File: src/rtl/dtb_pkg.sv
/*
  Constants, field layout and state types of the trace buffer readout.
  Assumes a 12-bit APB byte address with 32-bit data.
*/
package dtb_pkg;

  // ****************************************
  // Register map (byte addresses)
  // ****************************************
  localparam logic [11:0] DTB_WINDOW_OFS = 12'h104;
  localparam logic [11:0] DTB_COUNT_OFS = 12'h108;
  localparam logic [11:0] DTB_CTRL_OFS = 12'h10C;
  localparam logic [11:0] DTB_STATUS_OFS = 12'h110;
  localparam logic [11:0] DTB_IRQ_ST_OFS = 12'h114;
  localparam logic [11:0] DTB_IRQ_MASK_OFS = 12'h118;

  // ****************************************
  // Field positions
  // ****************************************
  localparam int CTL_ARM_BIT = 0;
  localparam int CTL_PROF_BIT = 1;
  localparam int CTL_ORIG_BIT = 2;
  localparam int CTL_ALIGN_LSB = 3;
  localparam int STS_FULL_BIT = 0;
  localparam int STS_LOCK_BIT = 1;
  localparam int STS_ARM_BIT = 2;
  localparam int IRQ_FULL_BIT = 0;
  localparam int IRQ_END_BIT = 1;

  // ****************************************
  // Codes and reset values
  // ****************************************
  localparam logic [1:0] ALIGN_END = 2'h0;
  localparam logic [1:0] ALIGN_BEGIN = 2'h1;
  localparam logic [1:0] ALIGN_MID = 2'h2;
  localparam logic [1:0] ALIGN_RSVD = 2'h3;
  localparam logic [15:0] DTB_ERR_HALF = 16'hEEEE;
  localparam logic [6:0] HALF_COUNT_MAX = 7'h7F;
  localparam logic [6:0] HALF_COUNT_RST = 7'h00;
  localparam logic [7:0] RP_RST = 8'h00;
  localparam logic [1:0] IRQ_RST = 2'h0;
  localparam logic [31:0] PRDATA_RST = 32'h0000_0000;

  // Control side state, cleared by every reset
  typedef struct packed {
    logic arm;
    logic profile;
    logic origin;
    logic [1:0] align;
    logic [1:0] irq_st;
    logic [1:0] irq_mask;
    logic [31:0] prdata;
    logic pslverr;
  } dtb_ctl_t;

  // Buffer side state, reset by power-on only
  typedef struct packed {
    logic [6:0] count;
    logic full;
    logic locked;
    logic [7:0] rp;
  } dtb_keep_t;

endpackage

File: src/rtl/dtb_readout.sv
/*
  Trace buffer readout: 64 lines of 64 bits, read 16 bits at a time
  through an APB window, with valid half-line counter, full flag and interrupt.
  Assumes capture logic on pclk pushes 32-bit half lines, and that a
  power-on reset also asserts presetn.
*/
// Decided for this implementation: the APB register port.
`timescale 1ns/100ps
`default_nettype none

module dtb_readout
  import dtb_pkg::*;
(
  input wire logic pclk,
  input wire logic presetn,
  input wire logic por_n,
  input wire logic psel,
  input wire logic penable,
  input wire logic pwrite,
  input wire logic [11:0] paddr,
  input wire logic [31:0] pwdata,
  input wire logic [3:0] pstrb,
  output logic [31:0] prdata,
  output logic pready,
  output logic pslverr,
  input wire logic trace_push,
  input wire logic [31:0] trace_half,
  input wire logic profiling_active_flag,
  output logic session_armed,
  output logic trace_origin_select,
  output logic profile_enable,
  output logic [1:0] trigger_alignment_select,
  output logic irq
);

  // ****************************************
  // Helpers
  // ****************************************

  // Word match ignoring byte offset
  function automatic logic dtb_hit(input logic [11:0] a,
                                   input logic [11:0] ofs);
    dtb_hit = (a[11:2] == ofs[11:2]);
  endfunction

  // Halfword picked from a stored half line
  function automatic logic [15:0] dtb_pick(input logic [31:0] w,
                                           input logic hi);
    dtb_pick = hi ? w[31:16] : w[15:0];
  endfunction

  // ****************************************
  // State
  // ****************************************
  dtb_ctl_t c_r;
  dtb_ctl_t c_nxt;
  dtb_keep_t k_r;
  dtb_keep_t k_nxt;
  logic [31:0] mem_r [0:127];

  logic setup;
  logic acc;
  logic win;
  logic aligned;
  logic rd_ok;
  logic push_ok;
  logic ev_full;
  logic ev_end;
  logic [15:0] half;
  logic [7:0] oldest;
  logic ctl_wr;
  logic arm_hit;
  logic mapped;

  // ****************************************
  // Decode
  // ****************************************

  // Phase and window decode
  assign setup = psel & ~penable;
  assign acc = psel & penable;
  assign win = dtb_hit(paddr, DTB_WINDOW_OFS);
  assign aligned = (paddr[1:0] == 2'h0);
  assign rd_ok = ~k_r.locked & ~c_r.arm & c_r.origin;
  assign push_ok = trace_push & c_r.arm & (c_r.align != ALIGN_RSVD);
  // Control and arming writes in the access phase
  assign ctl_wr = acc & pwrite & dtb_hit(paddr, DTB_CTRL_OFS) & pstrb[0];
  assign arm_hit = ctl_wr & pwdata[CTL_ARM_BIT];
  // Any mapped register, for the refusal check
  assign mapped = win | dtb_hit(paddr, DTB_COUNT_OFS) | dtb_hit(paddr, DTB_CTRL_OFS) |
                  dtb_hit(paddr, DTB_STATUS_OFS) | dtb_hit(paddr, DTB_IRQ_ST_OFS) |
                  dtb_hit(paddr, DTB_IRQ_MASK_OFS);
  // Halfword at the read pointer, four per line
  assign half = dtb_pick(mem_r[k_r.rp[7:1]], k_r.rp[0]);
  // Oldest line once the buffer has wrapped
  assign oldest = k_r.full ? {k_r.count[6:1], 2'b00} : RP_RST;

  // ****************************************
  // Next state
  // ****************************************

  // All register, capture and bus effects
  always_comb begin
    c_nxt = c_r;
    k_nxt = k_r;
    ev_full = 1'b0;
    ev_end = 1'b0;

    // Capture of one half line
    if (push_ok) begin
      k_nxt.count = k_r.count + 7'h01;
      if (k_r.count == HALF_COUNT_MAX) begin
        k_nxt.full = 1'b1;
        ev_full = 1'b1;
        if (c_r.align == ALIGN_BEGIN) begin
          c_nxt.arm = 1'b0;
          ev_end = 1'b1;
        end
      end
    end

    // Read data and error taken in setup
    if (setup) begin
      c_nxt.pslverr = 1'b0;
      c_nxt.prdata = PRDATA_RST;
      if (win) begin
        if (!aligned) begin
          c_nxt.prdata = {16'h0000, DTB_ERR_HALF};
        end else if (rd_ok) begin
          c_nxt.prdata = {16'h0000, half};
        end else begin
          c_nxt.prdata = {16'h0000, DTB_ERR_HALF};
        end
      end else if (dtb_hit(paddr, DTB_COUNT_OFS)) begin
        c_nxt.prdata = {25'h000_0000, k_r.count};
      end else if (dtb_hit(paddr, DTB_CTRL_OFS)) begin
        c_nxt.prdata = {27'h000_0000, c_r.align, c_r.origin,
                        c_r.profile, c_r.arm};
      end else if (dtb_hit(paddr, DTB_STATUS_OFS)) begin
        c_nxt.prdata = {29'h0000_0000, c_r.arm, k_r.locked, k_r.full};
      end else if (dtb_hit(paddr, DTB_IRQ_ST_OFS)) begin
        c_nxt.prdata = {30'h0000_0000, c_r.irq_st};
      end else if (dtb_hit(paddr, DTB_IRQ_MASK_OFS)) begin
        c_nxt.prdata = {30'h0000_0000, c_r.irq_mask};
      end else begin
        c_nxt.pslverr = 1'b1;
      end
    end

    // Completed read steps the pointer
    if (acc && !pwrite && win && aligned && rd_ok) begin
      k_nxt.rp = k_r.rp + 8'h01;
    end

    // Window write unlocks, contents untouched
    if (acc && pwrite && win && aligned && (pstrb[1:0] == 2'h3) &&
        !c_r.arm && !profiling_active_flag && !c_r.profile) begin
      k_nxt.locked = 1'b0;
      k_nxt.rp = oldest;
    end

    // Control write
    if (ctl_wr) begin
      if (!c_r.arm && !profiling_active_flag) begin
        c_nxt.profile = pwdata[CTL_PROF_BIT];
        c_nxt.origin = pwdata[CTL_ORIG_BIT];
        c_nxt.align = pwdata[CTL_ALIGN_LSB +: 2];
      end
      c_nxt.arm = pwdata[CTL_ARM_BIT];
      if (pwdata[CTL_ARM_BIT]) begin
        k_nxt.locked = 1'b1;
        k_nxt.count = HALF_COUNT_RST;
        k_nxt.full = 1'b0;
      end
    end

    // Mask write
    if (acc && pwrite && dtb_hit(paddr, DTB_IRQ_MASK_OFS) && pstrb[0]) begin
      c_nxt.irq_mask = pwdata[1:0];
    end

    // Sticky events, set wins over clear
    if (acc && pwrite && dtb_hit(paddr, DTB_IRQ_ST_OFS) && pstrb[0]) begin
      c_nxt.irq_st = c_r.irq_st & ~pwdata[1:0];
    end
    c_nxt.irq_st[IRQ_FULL_BIT] = c_nxt.irq_st[IRQ_FULL_BIT] | ev_full;
    c_nxt.irq_st[IRQ_END_BIT] = c_nxt.irq_st[IRQ_END_BIT] | ev_end;
  end

  // ****************************************
  // Registers
  // ****************************************

  // Control side, any reset
  always_ff @(posedge pclk or negedge presetn) begin
    if (!presetn) begin
      c_r.arm <= 1'b0;
      c_r.profile <= 1'b0;
      c_r.origin <= 1'b0;
      c_r.align <= ALIGN_END;
      c_r.irq_st <= IRQ_RST;
      c_r.irq_mask <= IRQ_RST;
      c_r.prdata <= PRDATA_RST;
      c_r.pslverr <= 1'b0;
    end else begin
      c_r <= c_nxt;
    end
  end

  // Counter, flag, lock, pointer: power-on only
  always_ff @(posedge pclk or negedge por_n) begin
    if (!por_n) begin
      k_r.count <= HALF_COUNT_RST;
      k_r.full <= 1'b0;
      k_r.locked <= 1'b1;
      k_r.rp <= RP_RST;
    end else begin
      k_r <= k_nxt;
    end
  end

  // Storage has no reset at all
  always_ff @(posedge pclk) begin
    if (push_ok) begin
      mem_r[k_r.count] <= trace_half;
    end
  end

  // ****************************************
  // Outputs
  // ****************************************

  // Bus answer and capture controls
  assign prdata = c_r.prdata;
  assign pready = 1'b1;
  assign pslverr = c_r.pslverr;
  assign session_armed = c_r.arm;
  assign trace_origin_select = c_r.origin;
  assign profile_enable = c_r.profile;
  assign trigger_alignment_select = c_r.align;
  assign irq = |(c_r.irq_st & c_r.irq_mask);
endmodule // dtb_readout

`default_nettype wire

File: config.mk
export PLATFORM = sky130hd
export DESIGN_NAME = dtb_readout
export DESIGN_NICKNAME = d
export VERILOG_FILES = /design/src/rtl/dtb_pkg.sv /design/src/rtl/dtb_readout.sv
export SDC_FILE = /design/constraint.sdc
export NUM_CORES = 2
export LEC_CHECK = 0
export BUFFER_PORTS_ARGS = -buffer_cell sky130_fd_sc_hd__buf_4
export CORE_MARGIN = 1.5
export CORE_UTILIZATION = 50
export CTS_CLUSTER_SIZE = 28
export DETAILED_ROUTE_END_ITERATION = 10
export HOLD_SLACK_MARGIN = 0.03
export MAX_ROUTING_LAYER = met4
export PLACE_DENSITY = 0.75
export SLEW_MARGIN = 20
export SYNTH_ARGS = -nofsm -noshare
export SYNTH_HDL_FRONTEND = slang
export SYNTH_SLANG_ARGS = --single-unit
File: constraint.sdc
create_clock -name pclk -period 4.3 [get_ports pclk]
set_clock_uncertainty 0.1 [all_clocks]
set_input_delay 1.29 -clock pclk [delete_from_list [all_inputs] [get_ports pclk]]
set_output_delay 1.29 -clock pclk [all_outputs]
set_load 0.01 [all_outputs]
# Yosys cells after proc, flatten, opt, wreduce, memory -nomap -nowiden
# Memory sizes are Yosys's and may differ from the RTL's.
# Index checks and enable logic that the tools add are counted.
# word_totals
reg_bits	59
elab_cells	105
out_inout_bits	40
mem_bits_rw	4096
memories	1
# op_classes
n_eq_ne	10
bitwise_logic	17
muxes	35
n_reduce_logical	28
addsub	2
# mem_list
memory	depth	word_bits	rd	rd_clocked_by_memory_dff	write_ports	line_no	source
mem_r	128	32	1	0	1	dtb_readout.sv:59	logic [31:0] mem_r [0:127];
# ops
operator	count
10-bit by 7-bit equality test with 1-bit output (second input constant)	6
16-bit 2-to-1 mux	3
32-bit 2-to-1 mux	1
9-bit 2-to-1 mux	3
8-bit 2-to-1 mux	3
1-bit 2-to-1 mux	17
1-bit logical AND	16
5-bit 2-to-1 mux	2
1-bit bitwise AND	9
8-bit by 1-bit adder with 8-bit output (second input constant)	1
2-bit nonzero test	4
7-bit by 1-bit adder with 7-bit output (second input constant)	1
7-bit equality test (second input constant)	1
7-bit 2-to-1 mux	1
2-bit 2-to-1 mux	3
2-bit bitwise AND	2
1-bit logical NOT	4
4-bit 2-to-1 mux	1
3-bit 2-to-1 mux	1
1-bit NOT	3
3-bit AND reduction	1
2-bit by 1-bit equality test with 1-bit output (second input constant)	1
2-bit equality test (second input constant)	1
2-bit logical NOT	1
5 further kinds	6

# Longest topological paths before layout
# logic_depth
ltp_word	11
depth_mapped	13
depth_no_buf	7

# Least setup slack after synthesis
# OpenSTA, ideal clock, no wires.
# synth_path
path_type	input to register
startpoint	in trace_push
endpoint	mem mem_r[30][0], enable pin
setup_slack_ns	-0.104
setup_time_ns	0.421
required_time_ns	3.779
n_path_buf	1
arrival_time_ns	3.883
path_stages	6
cell_sequence	nand2_1 a21oi_1 nor2b_1 nand3_1 clkbuf_1 nor2_1
# synth_via
elab_chain_cells	4
# synth_lines
element	line_no	source
start, declared	dtb_readout.sv:26	input wire logic trace_push,
1-bit bitwise AND (2 in series)	dtb_readout.sv:85	assign push_ok = trace_push & c_r.arm & (c_r.align != ALIGN_RSVD);
1-bit 2-to-1 mux	dtb_readout.sv:224	if (push_ok) begin
1-bit 2-to-1 mux (implied by the code)	dtb_readout.sv:225	mem_r[k_r.count] <= trace_half;
end, declared	dtb_readout.sv:59	
# No other way between the ends.

# Final worst setup path
# layout_path
startpoint	reg k_r[2] (netlist bit)
endpoint	reg, netlist name prdata[5]
# layout_via
elab_chain_cells	5
# layout_lines
element	line_no	source
start, declared	dtb_readout.sv:57	dtb_keep_t k_r;
start signal, assigned	dtb_readout.sv:218	k_r <= k_nxt;
memory read 128 x 32 bit	n/a	
16-bit 2-to-1 mux	dtb_readout.sv:49	dtb_pick = hi ? w[31:16] : w[15:0];
16-bit 2-to-1 mux	dtb_readout.sv:129	end else if (rd_ok) begin
16-bit 2-to-1 mux	dtb_readout.sv:127	if (!aligned) begin
32-bit 2-to-1 mux	dtb_readout.sv:126	if (win) begin
# No other way between the ends.
# A chain may end at the register's enable or synchronous reset.

==> flow_metrics.env <==
export IMPL_drtIter0Drc=14300
export IMPL_hold_ws_ns=0.143
export IMPL_min_path_type="in2async"
export IMPL_hold_viol=0
export IMPL_ios=128
export IMPL_drv_slew=0
export IMPL_netlist_area_mm2=0.159
export IMPL_rsz0062_at_grt="no"
export IMPL_fmax_mhz=237
export IMPL_period_share_pct=97.9
export IMPL_drc=0
export IMPL_io_buffers=81
export IMPL_ant_nets=0
export IMPL_overflow=0
export IMPL_ir_drop_uv=393
export IMPL_antenna_found_initial=33
export IMPL_ys_top_cells_by_area="edfxtp_1 77%, mux4_2 14%, mux2i_1 1.7%"
export IMPL_worst_r2r_cell_count=8
export IMPL_fin_setup_tns_ns=0
export IMPL_register_area_mm2=0.124
export IMPL_crit_type="reg2reg"
export IMPL_cts_root_buf="clkbuf_16"
export IMPL_ys_seq_area_share_pct=77.9
export IMPL_first_pass_iters=6
export IMPL_synth_top_area_share_pct=77.2
export IMPL_numCtsBuffers=397
export IMPL_synthFlopType="edfxtp_1"
export IMPL_setup_viol=0
export IMPL_crit_fanout=72
export IMPL_avgSynthCellArea_um2=22.5
export IMPL_path_clk_slew_ns=0.06
export IMPL_nets=7760
export IMPL_tightest_slew_ns=1.32
export IMPL_die_x_um=567
export IMPL_cts_sinks=4139
export IMPL_cts_hold_buf=0
export IMPL_die_y_um=567
export IMPL_layout_commonest_cell="edfxtp_1"
export IMPL_grt_total_usage_pct=29.3
export IMPL_cts_max_path_buffers=4
export IMPL_synth_edf_count=4096
export IMPL_synth_cell_types=80
export IMPL_synth_cells=7064
export IMPL_final_cell_mix="4096 x edfxtp_1, 1015 x mux4_2, 411 x buf_4, 403 x clkbuf_16, 269 x mux2i_1"
export IMPL_vias_per_cell=6.73
export IMPL_dp_cells=11400
export IMPL_vias=82200
export IMPL_fin_total_pwr_mw=80.6
export IMPL_power_density_mw_per_mm2=439
export IMPL_drive_above_1_share_pct=30.1
export IMPL_slew_headroom_pct=10.8
export IMPL_dieArea_mm2=0.322
export IMPL_status="finished clean"
export IMPL_clock_latency_ns=0.95
export IMPL_routedWlPerCell_um=37.8
export IMPL_syn_to_final_growth_pct=15.3
export IMPL_worstPathRequired_ns=5.08
export IMPL_postCtsResizedCells=0
export IMPL_grt_first_pass_wirelength_mm=637
export IMPL_cts_setup_buffers=0
export IMPL_final_cell_count_no_fill=12200
export IMPL_initial_core_util_pct=50.1
export IMPL_hpwl_mm=264
export IMPL_cts_tree="yes"
export IMPL_yosys_warnings=0
export IMPL_fillers=21700
export IMPL_min_period_ns=4.21
export IMPL_p_leak_nw=56.1
export IMPL_yosys_register_bits=4139
export IMPL_cp_start_kind="flip-flop"
export IMPL_routed_wl_mm=461
export IMPL_grt_pass1_vias=81800
export IMPL_final_util_pct=57.8
export IMPL_gp_congestion=0.973
export IMPL_fp_coreArea_mm2=0.318
export IMPL_yosysTopAreaCell="edfxtp_1"
export IMPL_arrival_ns=4.99
export IMPL_multiInputGateArea_mm2=0.0337
export IMPL_std_cell_rows=207
export IMPL_max_cap_violations=0
export IMPL_htreeDepth=5
export IMPL_async_reset_ff_share_pct=1.04
export IMPL_end_kind="flip-flop"
export IMPL_grt_start_max_net_pins=106
## area by class of cell
type	count	share of cell area, %
clock buffers	465	5.62
repair buffers	626	4.02
diodes	24	0.0327
flip-flops and latches	4139	67.6
inverters	12	0.0313
multi-input cells	2494	18.3
clock inverters	264	1.51
well taps	4180	2.85
## sequential cells by signal, indices dropped and copies added (netlist names)
name                      cells
mem_r                      4096
profile_enable                1
trace_origin_select           1
k_r                          17
trigger_alignment_select      2
pslverr                       1
c_r                           4
session_armed                 1
prdata                       16
## per-stage QoR
| stage | setup WS (ns) | instance area [um2] |
|---|---|---|
| after floorplan | -0.104 | 159000 |
| after global placement | 0.199 | 170000 |
| after detailed placement | 0.151 | 170000 |
| after CTS | 0.140 | 183000 |
| after global routing | 0.208 | 184000 |
| final | 0.0894 | 184000 |
## cells in the mapped netlist (22+ instances only)
cell,n
nand3_1,57
nor4_1,22
dfrtp_1,42
buf_2,119
buf_4,104
clkbuf_1,140
nor2b_1,23
a211oi_1,28
mux2i_1,269
a221oi_1,36
o21ai_0,56
nor3_1,24
nor2_1,212
mux4_2,1015
o22ai_1,68
buf_6,36
nand2_1,179
a21oi_1,104
edfxtp_1,4096
buf_1,28
a22oi_1,76
o221ai_1,40
## routing by layer
layer	share of wire (%)	global-route usage, %
met4	6.6	15.5
met3	14	7.51
met1	33	36.8
met2	47	44.3
met5	0	-
## where the power goes
part           total (mW)  internal [mW]  switching, mW
clock network        35.4           20.3           15.1
logic               0.900          0.106          0.794
registers            44.3           44.3         0.0113
total                80.6           64.7           15.9
## worst max-delay path, stage by stage (launching register included)
cell	delay, ns
dfrtp_4	0.94
buf_12	0.42
mux4_2	0.32
mux2i_1	0.11
o21ai_0	0.37
nor3_1	0.20
o41ai_1	1.18
nand4_1	0.19
nand3_1	0.15
## cell families (layout without fill, tap and decap cells)
kind of cell | Yosys count | after routing | share of synthesized area [%]
xor+xnor | 13 | 13 | 0.0715
other cells | 2 | 41 | 0.00472
compound gates | 563 | 563 | 2.48
fa+ha+maj | 2 | 2 | 0.0157
simple gates | 594 | 594 | 1.70
mux | 1305 | 1305 | 16.2
flops | 4139 | 4139 | 77.9
buf+inv | 446 | 1367 | 1.61
## final timing paths
check	slack (ns)	endpoint	start
max	0.09	prdata[5]	k_r[2]
min	0.14	k_r[9]	por_n
max reg2reg	0.09	prdata[5]	k_r[2]
min reg2reg	0.42	k_r[8]	k_r[8]
max in group asynchronous	3.53	prdata[8]	presetn
min in group pclk	0.42	k_r[8]	k_r[8]
Power figures use the tool's default switching activity.
